### config.mk
export PLATFORM = sky130hd
export DESIGN_NAME = lcd_ctrl
export DESIGN_NICKNAME = d
export VERILOG_FILES = /design/src/design/lcd_pkg.sv /design/src/design/lcd_ctrl.sv
export SDC_FILE = /design/constraint.sdc
export NUM_CORES = 1
export LEC_CHECK = 0
export ABC_AREA = 0
export BUFFER_PORTS_ARGS = -buffer_cell sky130_fd_sc_hd__buf_2
export CAP_MARGIN = 20
export CORE_MARGIN = 2
export CORE_UTILIZATION = 50
export CTS_CLUSTER_DIAMETER = 200
export DETAILED_ROUTE_END_ITERATION = 16
export HOLD_SLACK_MARGIN = 0.15
export PLACE_DENSITY = 0.83
export SLEW_MARGIN = 20
export SYNTH_ARGS = -nofsm -noshare
export SYNTH_HDL_FRONTEND = slang
export SYNTH_SLANG_ARGS = --single-unit
### constraint.sdc
create_clock -name clk_i -period 3.6 [get_ports clk_i]
set_clock_uncertainty 0.2 [all_clocks]
set_input_delay 0.18 -clock clk_i [delete_from_list [all_inputs] [get_ports clk_i]]
set_output_delay 0.18 -clock clk_i [all_outputs]
set_load 0.005 [all_outputs]
### src/design/lcd_pkg.sv
// constants, types and lookups of the panel controller
// assumes a 50 MHz system clock and byte-wide registers on a 32-bit bus
`default_nettype none
package lcd_pkg;
	// ----------------------------------------
	// timing
	// ----------------------------------------
	localparam int CLK_NS   = 20;   // system clock period
	localparam int BYTE_NS  = 250;  // one byte, byte mode
	localparam int NIB_NS   = 375;  // one byte, nibble mode
	localparam int BIT_NS   = 1125; // one byte, bit mode
	localparam int LATCH_NS = 100;  // latch pulse width
	// cycles per shift step, rounded down, never below one
	localparam logic [5:0] PER_BYTE  = 6'((BYTE_NS / CLK_NS) > 0 ? BYTE_NS / CLK_NS : 1);
	localparam logic [5:0] PER_NIB   = 6'((NIB_NS / (2 * CLK_NS)) > 0 ? NIB_NS / (2 * CLK_NS) : 1);
	localparam logic [5:0] PER_BIT   = 6'((BIT_NS / (8 * CLK_NS)) > 0 ? BIT_NS / (8 * CLK_NS) : 1);
	localparam logic [2:0] LATCH_CYC = 3'((LATCH_NS + CLK_NS - 1) / CLK_NS);
	// ----------------------------------------
	// register indices (byte address is four times the index)
	// ----------------------------------------
	localparam logic [9:0] IDX_SAL  = 10'h360;
	localparam logic [9:0] IDX_SAH  = 10'h361;
	localparam logic [9:0] IDX_SIZE = 10'h362;
	localparam logic [9:0] IDX_CTL  = 10'h363;
	localparam logic [9:0] IDX_FFP  = 10'h364;
	localparam logic [9:0] IDX_CTL2 = 10'h366;
	localparam logic [9:0] IDX_STAT = 10'h36F;
	localparam logic [9:0] IDX_ECC  = 10'h0E7;
	localparam logic [7:0] REG_RST  = 8'h00;
	// ----------------------------------------
	// field positions
	// ----------------------------------------
	localparam int SAL_MODE  = 0; // 1 = serial shift mode
	localparam int CTL_START = 0;
	localparam int CTL_FP8   = 1;
	localparam int CTL_MAP   = 2; // ram_direct_map_en
	localparam int CTL_WLO   = 3; // xfer_width_lo, hi at 4
	localparam int CTL_ON    = 7; // display_on_bit
	localparam int ECC_PANEL = 0; // panel_clk_timer_sel
	localparam int CTL2_ACLO = 0; // access_type_lo, hi at 1
	localparam int CTL2_WORD = 2; // ram_mode_word_sel
	localparam logic [1:0] W_BYTE = 2'h0;
	localparam logic [1:0] W_NIB  = 2'h1;
	localparam logic [1:0] W_BIT  = 2'h2;
	// driver address areas
	localparam logic [20:0] SEQ_TAG = 21'h0001FC; // 0xFE0..0xFE7
	localparam logic [5:0]  RND_TAG = 6'h0F;      // 0x3C0000..0x3FFFFF
	// ----------------------------------------
	// fsm
	// ----------------------------------------
	typedef enum logic [4:0] {
		S_IDLE  = 5'b00001,
		S_REQ   = 5'b00010,
		S_FETCH = 5'b00100,
		S_SHIFT = 5'b01000,
		S_LINE  = 5'b10000
	} lcd_state_t;
	// panel rows from row_count_field, reserved codes fall back to 64
	function automatic logic [7:0] lcd_rows(input logic [3:0] c);
		case (c)
			4'h1: lcd_rows = 8'd68;
			4'h2: lcd_rows = 8'd80;
			4'h3: lcd_rows = 8'd100;
			4'h4: lcd_rows = 8'd120;
			4'h5: lcd_rows = 8'd128;
			4'h6: lcd_rows = 8'd144;
			4'h7: lcd_rows = 8'd160;
			4'h8: lcd_rows = 8'd200;
			4'h9: lcd_rows = 8'd240;
			default: lcd_rows = 8'd64;
		endcase
	endfunction
	// bytes per line from column_count_field (columns / 8), reserved -> 32 cols
	function automatic logic [5:0] lcd_cols(input logic [3:0] c);
		case (c)
			4'h1: lcd_cols = 6'd8;
			4'h2: lcd_cols = 6'd10;
			4'h3: lcd_cols = 6'd15;
			4'h4: lcd_cols = 6'd16;
			4'h5: lcd_cols = 6'd20;
			4'h6: lcd_cols = 6'd30;
			4'h7: lcd_cols = 6'd40;
			4'h8: lcd_cols = 6'd45;
			default: lcd_cols = 6'd4;
		endcase
	endfunction
endpackage
`default_nettype wire

### src/design/lcd_ctrl.sv
// panel driver controller: serial shift mode frame fetch and ram mode chip enables
// assumes bus grant, memory answers and cpu access strobes on clk_i;
// the low-frequency clock and timer 3 output arrive asynchronously
//
// Contract
// - start requests bus, fetches frame, releases bus
// - ram mode cpu access raises matching enable
// - ext clock bit0 picks timer3 over oscillator
// - row field encodes ten panel row counts
// - column field encodes nine column counts
// - byte time 250, 375, 1125 ns (a byte's shift steps here take 240, 360, 1120 ns, rounded down to whole cycles)
// - unused upper data lines carry nothing
// - data stable at shift clock falling edge
// - latch pulse rising edge loads driver buffers
// - cascade pulses once per frame level change
// - display output follows display on bit
// - lowest address marks data or instruction
// - four pulse pins reused as chip enables
// - write strobe only in ram mode
// - fetch offset low 14 bits start zero
// - nine bit frame length, bit8 in control
// - ram word select and access type stored
// - frame inverts each frame length lines
//
// Added by the designer: the Wishbone register port.
`timescale 1ns/1ps
`default_nettype none
module lcd_ctrl
	import lcd_pkg::*;
(
	// clock, reset, enable
	input  wire logic        clk_i,
	input  wire logic        rst_i,
	input  wire logic        ce_i,
	// wishbone slave
	input  wire logic        cyc_i,
	input  wire logic        stb_i,
	input  wire logic        we_i,
	input  wire logic [11:2] adr_i,
	input  wire logic [3:0]  sel_i,
	input  wire logic [31:0] dat_i,
	output logic      [31:0] dat_o,
	output logic             ack_o,
	// panel clock sources (asynchronous)
	input  wire logic        lf_clk_i,
	input  wire logic        timer3_output_i,
	// bus request and frame memory
	output logic             bus_req_o,
	input  wire logic        bus_grant_i,
	output logic             mem_rd_o,
	output logic      [23:0] mem_adr_o,
	input  wire logic [7:0]  mem_dat_i,
	input  wire logic        mem_ack_i,
	// cpu move accesses in ram mode
	input  wire logic        cpu_acc_i,
	input  wire logic        cpu_we_i,
	input  wire logic [23:0] cpu_adr_i,
	// driver pins
	output logic      [7:0]  lcd_data_o,
	output logic             shift_clk_or_ce1_o,
	output logic             latch_pulse_or_ce2_o,
	output logic             frame_out_or_ce3_o,
	output logic             cascade_pulse_or_row_ce_o,
	output logic             display_off_out_o,
	output logic             lcd_a0_o,
	output logic             lcd_wr_o
);
	// ----------------------------------------
	// state
	// ----------------------------------------
	typedef struct packed {
		logic [7:0]  sal;       // start addr low + mode
		logic [7:0]  sah;       // start addr high
		logic [7:0]  size;      // row/column fields
		logic [7:0]  ctl;       // display control
		logic [7:0]  frame_length;       // frame length low
		logic [7:0]  ctl2;      // ram mode control
		logic [7:0]  ecc;       // ext clock control
		logic [1:0]  lf_sync;   // oscillator synchroniser
		logic [1:0]  t3_sync;   // timer synchroniser
		logic        src_prev;  // selected source, last cycle
		lcd_state_t  st;        // transfer fsm
		logic [13:0] ofs;       // fetch offset
		logic [7:0]  sh;        // byte being shifted
		logic [2:0]  step;      // step within byte
		logic [5:0]  per;       // cycle within step
		logic [5:0]  col;       // byte within line
		logic [7:0]  row;       // line within frame
		logic [8:0]  line;      // line count for frame period
		logic [2:0]  lp;        // latch pulse cycles left
		logic        frame_lvl; // frame polarity
		logic        cd;        // cascade pulse
		logic        sclk;      // shift clock
		logic [3:0]  ram_ce;    // ram mode enables
		logic [1:0]  hold;      // ram strobe hold
		logic        ack;
		logic [7:0]  dat;
		logic        busreq;
		logic        mem_rd;
		logic [23:0] mem_adr;
		logic [7:0]  data;
		logic [3:0]  pin;       // pulse pins after mode mux
		logic        display_off_out;
		logic        a0;
		logic        wr;
	} lcd_st_t;

	lcd_st_t s;      // registered state
	lcd_st_t next_s; // next state

	// ----------------------------------------
	// decode helpers
	// ----------------------------------------
	logic       sr;       // serial shift mode
	logic       tick;     // rising edge of panel source clock
	logic       src;      // selected source, synchronised
	logic       ram_hit;  // cpu access falls in driver area
	logic [1:0] ram_idx;  // which enable
	logic [8:0] flen;     // frame length
	logic [7:0] rows;
	logic [5:0] cols;
	logic [5:0] per_max;  // last cycle of a step
	logic [2:0] step_max; // last step of a byte
	logic [7:0] rd_mux;

	assign sr   = s.sal[SAL_MODE];
	assign flen = {s.ctl[CTL_FP8], s.frame_length};
	assign rows = lcd_rows(s.size[7:4]);
	assign cols = lcd_cols(s.size[3:0]);
	// only second stages are read; the first flops feed nothing else
	assign src  = s.ecc[ECC_PANEL] ? s.t3_sync[1] : s.lf_sync[1];
	assign tick = src && !s.src_prev;

	// step timing per width; reserved width 11 runs as byte mode
	always_comb begin
		unique case (s.ctl[CTL_WLO+1:CTL_WLO])
			W_NIB: begin
				per_max  = PER_NIB - 6'd1;
				step_max = 3'd1;
			end
			W_BIT: begin
				per_max  = PER_BIT - 6'd1;
				step_max = 3'd7;
			end
			default: begin
				per_max  = PER_BYTE - 6'd1;
				step_max = 3'd0;
			end
		endcase
	end

	// sequential register area or 256k random area (64k per enable), per map bit
	always_comb begin
		if (s.ctl[CTL_MAP]) begin
			ram_hit = (cpu_adr_i[23:18] == RND_TAG);
			ram_idx = cpu_adr_i[17:16];
		end else begin
			ram_hit = (cpu_adr_i[23:3] == SEQ_TAG);
			ram_idx = cpu_adr_i[2:1];
		end
	end

	// register read mux; unmapped words read zero
	always_comb begin
		unique case (adr_i)
			IDX_SAL:  rd_mux = s.sal;
			IDX_SAH:  rd_mux = s.sah;
			IDX_SIZE: rd_mux = s.size;
			IDX_CTL:  rd_mux = s.ctl;
			IDX_FFP:  rd_mux = s.frame_length;
			IDX_CTL2: rd_mux = s.ctl2;
			IDX_ECC:  rd_mux = s.ecc;
			IDX_STAT: rd_mux = {5'h00, s.frame_lvl, s.busreq, s.st != S_IDLE};
			default:  rd_mux = 8'h00;
		endcase
	end

	// ----------------------------------------
	// next state
	// ----------------------------------------
	always_comb begin
		next_s = s;
		// clock source synchronisers
		next_s.lf_sync  = {s.lf_sync[0], lf_clk_i};
		next_s.t3_sync  = {s.t3_sync[0], timer3_output_i};
		next_s.src_prev = src;
		// line latch and frame period, driven by the panel clock
		next_s.cd = 1'b0;
		if (s.lp != 3'd0) begin
			next_s.lp = s.lp - 3'd1;
		end
		if (sr && tick) begin
			next_s.lp = LATCH_CYC;
			if ({1'b0, s.line} + 10'd1 >= {1'b0, flen}) begin
				next_s.line      = 9'd0;
				next_s.frame_lvl = !s.frame_lvl;
				next_s.cd        = 1'b1;
			end else begin
				next_s.line = s.line + 9'd1;
			end
		end
		// frame transfer
		unique case (s.st)
			S_IDLE: begin
				if (sr && s.ctl[CTL_START]) begin
					next_s.st     = S_REQ;
					next_s.busreq = 1'b1;
					next_s.ofs    = 14'h0000;
					next_s.row    = 8'd0;
					next_s.col    = 6'd0;
				end
			end
			S_REQ: begin
				if (bus_grant_i) begin
					next_s.st     = S_FETCH;
					next_s.mem_rd = 1'b1;
				end
			end
			S_FETCH: begin
				if (mem_ack_i) begin
					next_s.sh     = mem_dat_i;
					next_s.mem_rd = 1'b0;
					next_s.ofs    = s.ofs + 14'd1;
					next_s.st     = S_SHIFT;
					next_s.per    = 6'd0;
					next_s.step   = 3'd0;
				end
			end
			S_SHIFT: begin
				if (s.per == per_max) begin
					next_s.per = 6'd0;
					if (s.step == step_max) begin
						next_s.step = 3'd0;
						if (s.col == cols - 6'd1) begin
							next_s.col = 6'd0;
							next_s.st  = S_LINE;
						end else begin
							next_s.col    = s.col + 6'd1;
							next_s.st     = S_FETCH;
							next_s.mem_rd = 1'b1;
						end
					end else begin
						next_s.step = s.step + 3'd1;
					end
				end else begin
					next_s.per = s.per + 6'd1;
				end
			end
			S_LINE: begin
				// the line is loaded by the next panel-clock latch pulse
				if (tick) begin
					if (s.row == rows - 8'd1) begin
						next_s.st              = S_IDLE;
						next_s.busreq          = 1'b0;
						next_s.ctl[CTL_START]  = 1'b0;
					end else begin
						next_s.row    = s.row + 8'd1;
						next_s.st     = S_FETCH;
						next_s.mem_rd = 1'b1;
					end
				end
			end
			default: begin
				next_s.st     = S_IDLE;
				next_s.busreq = 1'b0;
				next_s.mem_rd = 1'b0;
			end
		endcase
		// leaving shift mode mid-frame abandons the transfer and frees the bus
		if (!sr && s.st != S_IDLE) begin
			next_s.st     = S_IDLE;
			next_s.busreq = 1'b0;
			next_s.mem_rd = 1'b0;
		end
		next_s.mem_adr = {s.sah, s.sal[7:4], 12'h000} + {10'h000, next_s.ofs};
		// shift clock high in first half of a step; data moves on its rise, or at a byte's end while it is low
		next_s.sclk = (next_s.st == S_SHIFT) && (next_s.per <= {1'b0, per_max[5:1]});
		unique case (s.ctl[CTL_WLO+1:CTL_WLO])
			W_NIB:   next_s.data = {4'h0, next_s.step[0] ? next_s.sh[3:0] : next_s.sh[7:4]};
			W_BIT:   next_s.data = {7'h00, next_s.sh[3'd7 - next_s.step]};
			default: next_s.data = next_s.sh;
		endcase
		// ram mode chip enables; the cpu decides how many transfers happen
		next_s.ram_ce = 4'h0;
		next_s.wr     = 1'b0;
		if (!sr) begin
			if (s.hold != 2'd0) begin
				next_s.hold   = s.hold - 2'd1;
				next_s.ram_ce = s.ram_ce;
				next_s.wr     = s.wr;
			end
			if (cpu_acc_i && ram_hit) begin
				next_s.ram_ce = 4'h1 << ram_idx;
				next_s.a0     = cpu_adr_i[0];
				next_s.wr     = cpu_we_i;
				next_s.hold   = s.ctl2[CTL2_ACLO+1:CTL2_ACLO];
			end
		end
		// pulse pins double as enables outside shift mode
		next_s.pin  = sr ? {next_s.cd, next_s.frame_lvl, next_s.lp != 3'd0, next_s.sclk}
		                 : next_s.ram_ce;
		next_s.display_off_out = s.ctl[CTL_ON];
		// wishbone: ack one cycle, write lands on the edge the master sees ack
		next_s.ack = cyc_i && stb_i && !s.ack;
		if (cyc_i && stb_i && !s.ack) begin
			next_s.dat = rd_mux;
		end
		// software writes last, so a start write wins over the hardware clear
		if (cyc_i && stb_i && s.ack && we_i && sel_i[0]) begin
			unique case (adr_i)
				IDX_SAL:  next_s.sal  = dat_i[7:0];
				IDX_SAH:  next_s.sah  = dat_i[7:0];
				IDX_SIZE: next_s.size = dat_i[7:0];
				IDX_CTL:  next_s.ctl  = dat_i[7:0];
				IDX_FFP:  next_s.frame_length  = dat_i[7:0];
				IDX_CTL2: next_s.ctl2 = dat_i[7:0];
				IDX_ECC:  next_s.ecc  = {6'h00, dat_i[1:0]};
				default:  next_s.ctl2 = s.ctl2;
			endcase
		end
	end

	// ----------------------------------------
	// state register
	// ----------------------------------------
	always_ff @(posedge clk_i) begin
		if (rst_i) begin
			s    <= '0;
			s.st <= S_IDLE;
		end else if (ce_i) begin
			s <= next_s;
		end
	end

	// outputs straight from the state flops
	assign dat_o                     = {24'h000000, s.dat};
	assign ack_o                     = s.ack;
	assign bus_req_o                 = s.busreq;
	assign mem_rd_o                  = s.mem_rd;
	assign mem_adr_o                 = s.mem_adr;
	assign lcd_data_o                = s.data;
	assign shift_clk_or_ce1_o        = s.pin[0];
	assign latch_pulse_or_ce2_o      = s.pin[1];
	assign frame_out_or_ce3_o        = s.pin[2];
	assign cascade_pulse_or_row_ce_o = s.pin[3];
	assign display_off_out_o         = s.display_off_out;
	assign lcd_a0_o                  = s.a0;
	assign lcd_wr_o                  = s.wr;

	// ----------------------------------------
	// checks
	// ----------------------------------------
	AST_IDLE_NO_REQ: assert property (@(posedge clk_i) disable iff (rst_i)
		s.st == S_IDLE |-> !bus_req_o) else $error("bus held while idle");
	AST_DONE_REARM: assert property (@(posedge clk_i) disable iff (rst_i)
		($past(s.st) == S_LINE && s.st == S_IDLE && $past(sr))
		|-> !s.ctl[CTL_START] || $past(cyc_i && we_i)) else $error("start not cleared");
	AST_OFS_ZERO: assert property (@(posedge clk_i) disable iff (rst_i)
		s.st == S_REQ |-> s.ofs == 14'h0000) else $error("fetch offset not zero");
	AST_DISPLAY_OFF_OUT: assert property (@(posedge clk_i) disable iff (rst_i)
		ce_i |=> display_off_out_o == $past(s.ctl[CTL_ON])) else $error("display pin lags");
	AST_CASCADE: assert property (@(posedge clk_i) disable iff (rst_i)
		(sr && $past(sr) && $changed(s.frame_lvl)) |-> cascade_pulse_or_row_ce_o
		##1 (!cascade_pulse_or_row_ce_o || !ce_i)) else $error("cascade pulse wrong");
	AST_FALL_STABLE: assert property (@(posedge clk_i) disable iff (rst_i)
		(sr && $fell(shift_clk_or_ce1_o)) |-> $stable(lcd_data_o)) else $error("data moved");
	AST_NIBBLE: assert property (@(posedge clk_i) disable iff (rst_i)
		($past(s.ctl[CTL_WLO+1:CTL_WLO]) == W_NIB && $past(ce_i)) |-> lcd_data_o[7:4] == 4'h0)
		else $error("upper lines driven");
	AST_NO_WR_SR: assert property (@(posedge clk_i) disable iff (rst_i)
		(sr && $past(sr)) |-> !lcd_wr_o) else $error("write strobe in shift mode");
	AST_RAM_CE: assert property (@(posedge clk_i) disable iff (rst_i)
		(!sr && ce_i && cpu_acc_i && ram_hit) |=> s.pin == (4'h1 << $past(ram_idx)))
		else $error("wrong chip enable");
	COV_FRAME: cover property (@(posedge clk_i) s.st == S_LINE ##1 s.st == S_IDLE);
	COV_TOGGLE: cover property (@(posedge clk_i) sr && cascade_pulse_or_row_ce_o);
	COV_RAM_WR: cover property (@(posedge clk_i) !sr && lcd_wr_o && lcd_a0_o);
endmodule
`default_nettype wire

==> impl_metrics.ini <==
[routing]
wl_per_cell_um = 15.88
antenna_left = 0
drt-vias-per-instance = 5.635
wl_met2_um = 12420
vias = 8740
dr.pass1.iters = 5
dr.first_iter.drc_count = 581
drc = 0
routedLengthMet1_um = 10330
wl_met3_um = 1382
maxUsedRoutingLayer = met4
finalWirelength_um = 24620

[floorplan]
initial_core_util_pct = 50.46
die_w_um = 143.5
core.rowCount = 51
dieArea_mm2 = 0.02058
die_h_um = 143.5
core_mm2 = 0.01927
ios = 164

[sta]
finalCriticalPeriod_ns = 3.544
slew_headroom_pct = 45.61
hold_violations = 0
whs_ns = 0.1742
tightestPinTransition_ns = 0.8159
clock.fmax_mhz = 282.1
drv_slew = 0
setup_viol = 0
finalCritPeriodShare_pct = 98.45
setup_slack_ns = 0.05571
setup_tns_ns = 0

[cts]
root_buffer = clkbuf_16
htreeDepth = 4
cts_buffer_depth = 2
clk_pin_slew_ns = 0.07
cts_tree = yes
cts_buffers = 17
clk_latency_ns = 0.44
cts.sinks = 174

[setup_path]
path_class = reg -> reg
worstSetupStartpointType = flip-flop
endpoint_kind = flip-flop
cp_max_fo = 3
crit_arrival_ns = 3.69
critPathRequiredTime_ns = 3.75

[global_routing]
grt_start_max_net_pins = 76
grt_pass1_vias = 8198
antenna_found_initial = 0
gr-total-overflow = 0
grt_pass1_wl_um = 38990
grt_usage_pct = 23.43

[synth]
synth-seq-area-share_pct = 35.82
synth_top_area_share_pct = 35.82
yosysTopAreaCell = dfxtp_1
synth_common_cells = nor2_1, dfxtp_1, mux2i_1, nand2_1, buf_4
synth-seq-cells = 174
synthMostInstantiatedCell = nor2_1
yosys_warnings = 0
avgSynthCellArea_um2 = 8.427
yosysUniqueCellTypes = 74
synthCells = 1154
async_flop_share_pct = 0
synth_flop_cell = dfxtp_1
yosys-top-cells-area = dfxtp_1, mux2i_1, nor2_1, buf_4, ha_1
synth_edf_count = 0
synthesis.area_mm2 = 0.009724

[hold_path]
worstHoldPathType = in -> reg
hp-start = mem_ack_i

[placement]
place_area_mm2 = 0.01032
dp_hpwl_um = 16890
dp.cells = 1477
portBuffers = 112
gp_congestion = 0.8782
dp_slack_ns = -0.1014

[cells_and_area]
fin_nets = 1398
final_cell_count_no_fill = 1551
areaGrowthSynthToFinish_pct = 17.02
final_area_mm2 = 0.01138
antenna_cells = 0
drive_above_1_share_pct = 18.90

[power]
ir_worst_vdd_mv = 0.3347
p_per_area_mw_per_mm2 = 354.9
power.leakage_nw = 4.853

[run]
maxCapViolCount = 0

[status]
status = finished clean
[per-layer routing]
metal  vias to the layer above  global-route usage (%)
met5                         -                       0
met4                         0                   8.514
met3                        44                   4.365
met2                       297                   40.28
met1                      4171                   29.30
li1                       4228                       -
[placed cells by master, fill, tap and decap left out, types with 6 or more instances in the layout]
master         Yosys  layout
or3_1              7       7
o21ai_0           52      50
nand3_1           25      22
dfxtp_2            0       6
xor2_1            19      19
a22oi_1           17      17
inv_1             34      34
a31oi_1           10       9
ha_1              34      31
and3_1            23      18
dfxtp_1          174     168
clkbuf_16          0      17
a21oi_1           49      49
o22ai_1            8       8
buf_4             64      46
dlygate4sd3_1      0      35
nor2_1           197     196
nand4b_1           6       6
nor4_1             9       7
xnor2_1           31      30
buf_2              2     111
nand2_1           76      75
nor2b_1            8       8
nor3_1            34      34
a211oi_1          30      30
mux4_2             8       8
mux2i_1           83      83
nand3b_1          11      11
conb_1             1      24
[through the flow]
step | util (%) | power [mW]
after floorplan | - | 2.232
after global routing | 59.05 | 4.163
final | 59.05 | 4.039
after CTS | 58.38 | 4.051
after detailed placement | 53.56 | 2.308
after global placement | 53.56 | 2.301
[worst max-delay path, stage by stage, from the launching register on]
cell,delay (ns)
dfxtp_2,0.32
nand4_1,0.22
buf_4,0.23
nor2_2,0.12
and3_4,0.22
and3_4,0.21
nand3_2,0.09
xnor2_2,0.18
nand2_1,0.08
nand2_2,0.10
ha_2,0.20
a21oi_1,0.08
nor2b_1,0.19
and3_4,0.22
and3_4,0.19
and3_4,0.19
nand3_2,0.08
xor2_1,0.15
a211oi_1,0.19
[power breakdown]
group	internal (mW)	switching, mW
registers	1.95	0.0205
logic	0.133	0.189
clock network	0.918	0.824
total	3.00	1.03
[final timing paths]
check | endpoint | slack [ns] | cells after the start
min | flip-flop | 0.17 | 5
max | mem_adr_o[23] | 0.06 | 18
max reg2reg | mem_adr_o[23] | 0.06 | 18
min reg2reg | s[52] | 0.26 | 2
[timing repair]
item	CTS	global route
endpoints found under the setup margin	2	6
buffers inserted	0	7
pin swaps	1	8
endpoints found under the hold margin	102	0
gates resized for setup	5	21
cloned	0	0
hold buffers	35	0
[state kept, by name (all words and copies together), names as in the netlist, named ones only]
name / flops
dat_o: 8
display_off_out_o: 1
flen: 9
next_s: 3
shift_clk_or_ce1_o: 1
lcd_data_o: 8
cols: 6
ack_o: 1
mem_adr_o: 12
frame_out_or_ce3_o: 1
mem_rd_o: 1
lcd_a0_o: 1
rows: 6
cascade_pulse_or_row_ce_o: 1
s: 100
latch_pulse_or_ce2_o: 1
bus_req_o: 1
lcd_wr_o: 1
[layout make-up]
class                      instances  area (um^2)
inverter                          34        127.6
clock inverter                    13        108.9
tap                              265        331.6
multi-input combinational        854         5627
fill                            1619         7891
clock buffer                      19        442.9
timing repair buffer             192         1251
sequential                       174         3491
[logic make-up after synthesis]
group                      Yosys count  synth area share, %
AOI/OAI and AO/OA                  211                14.28
xor gates and xnor gates            50                4.503
adders and majority gates           35                4.581
buffers and inverters              149                8.248
DFF                                174                35.82
muxes                               97                11.09
other                                1              0.03856
and+or+nand+nor                    437                21.44
(Power assumes the default switching activity.)
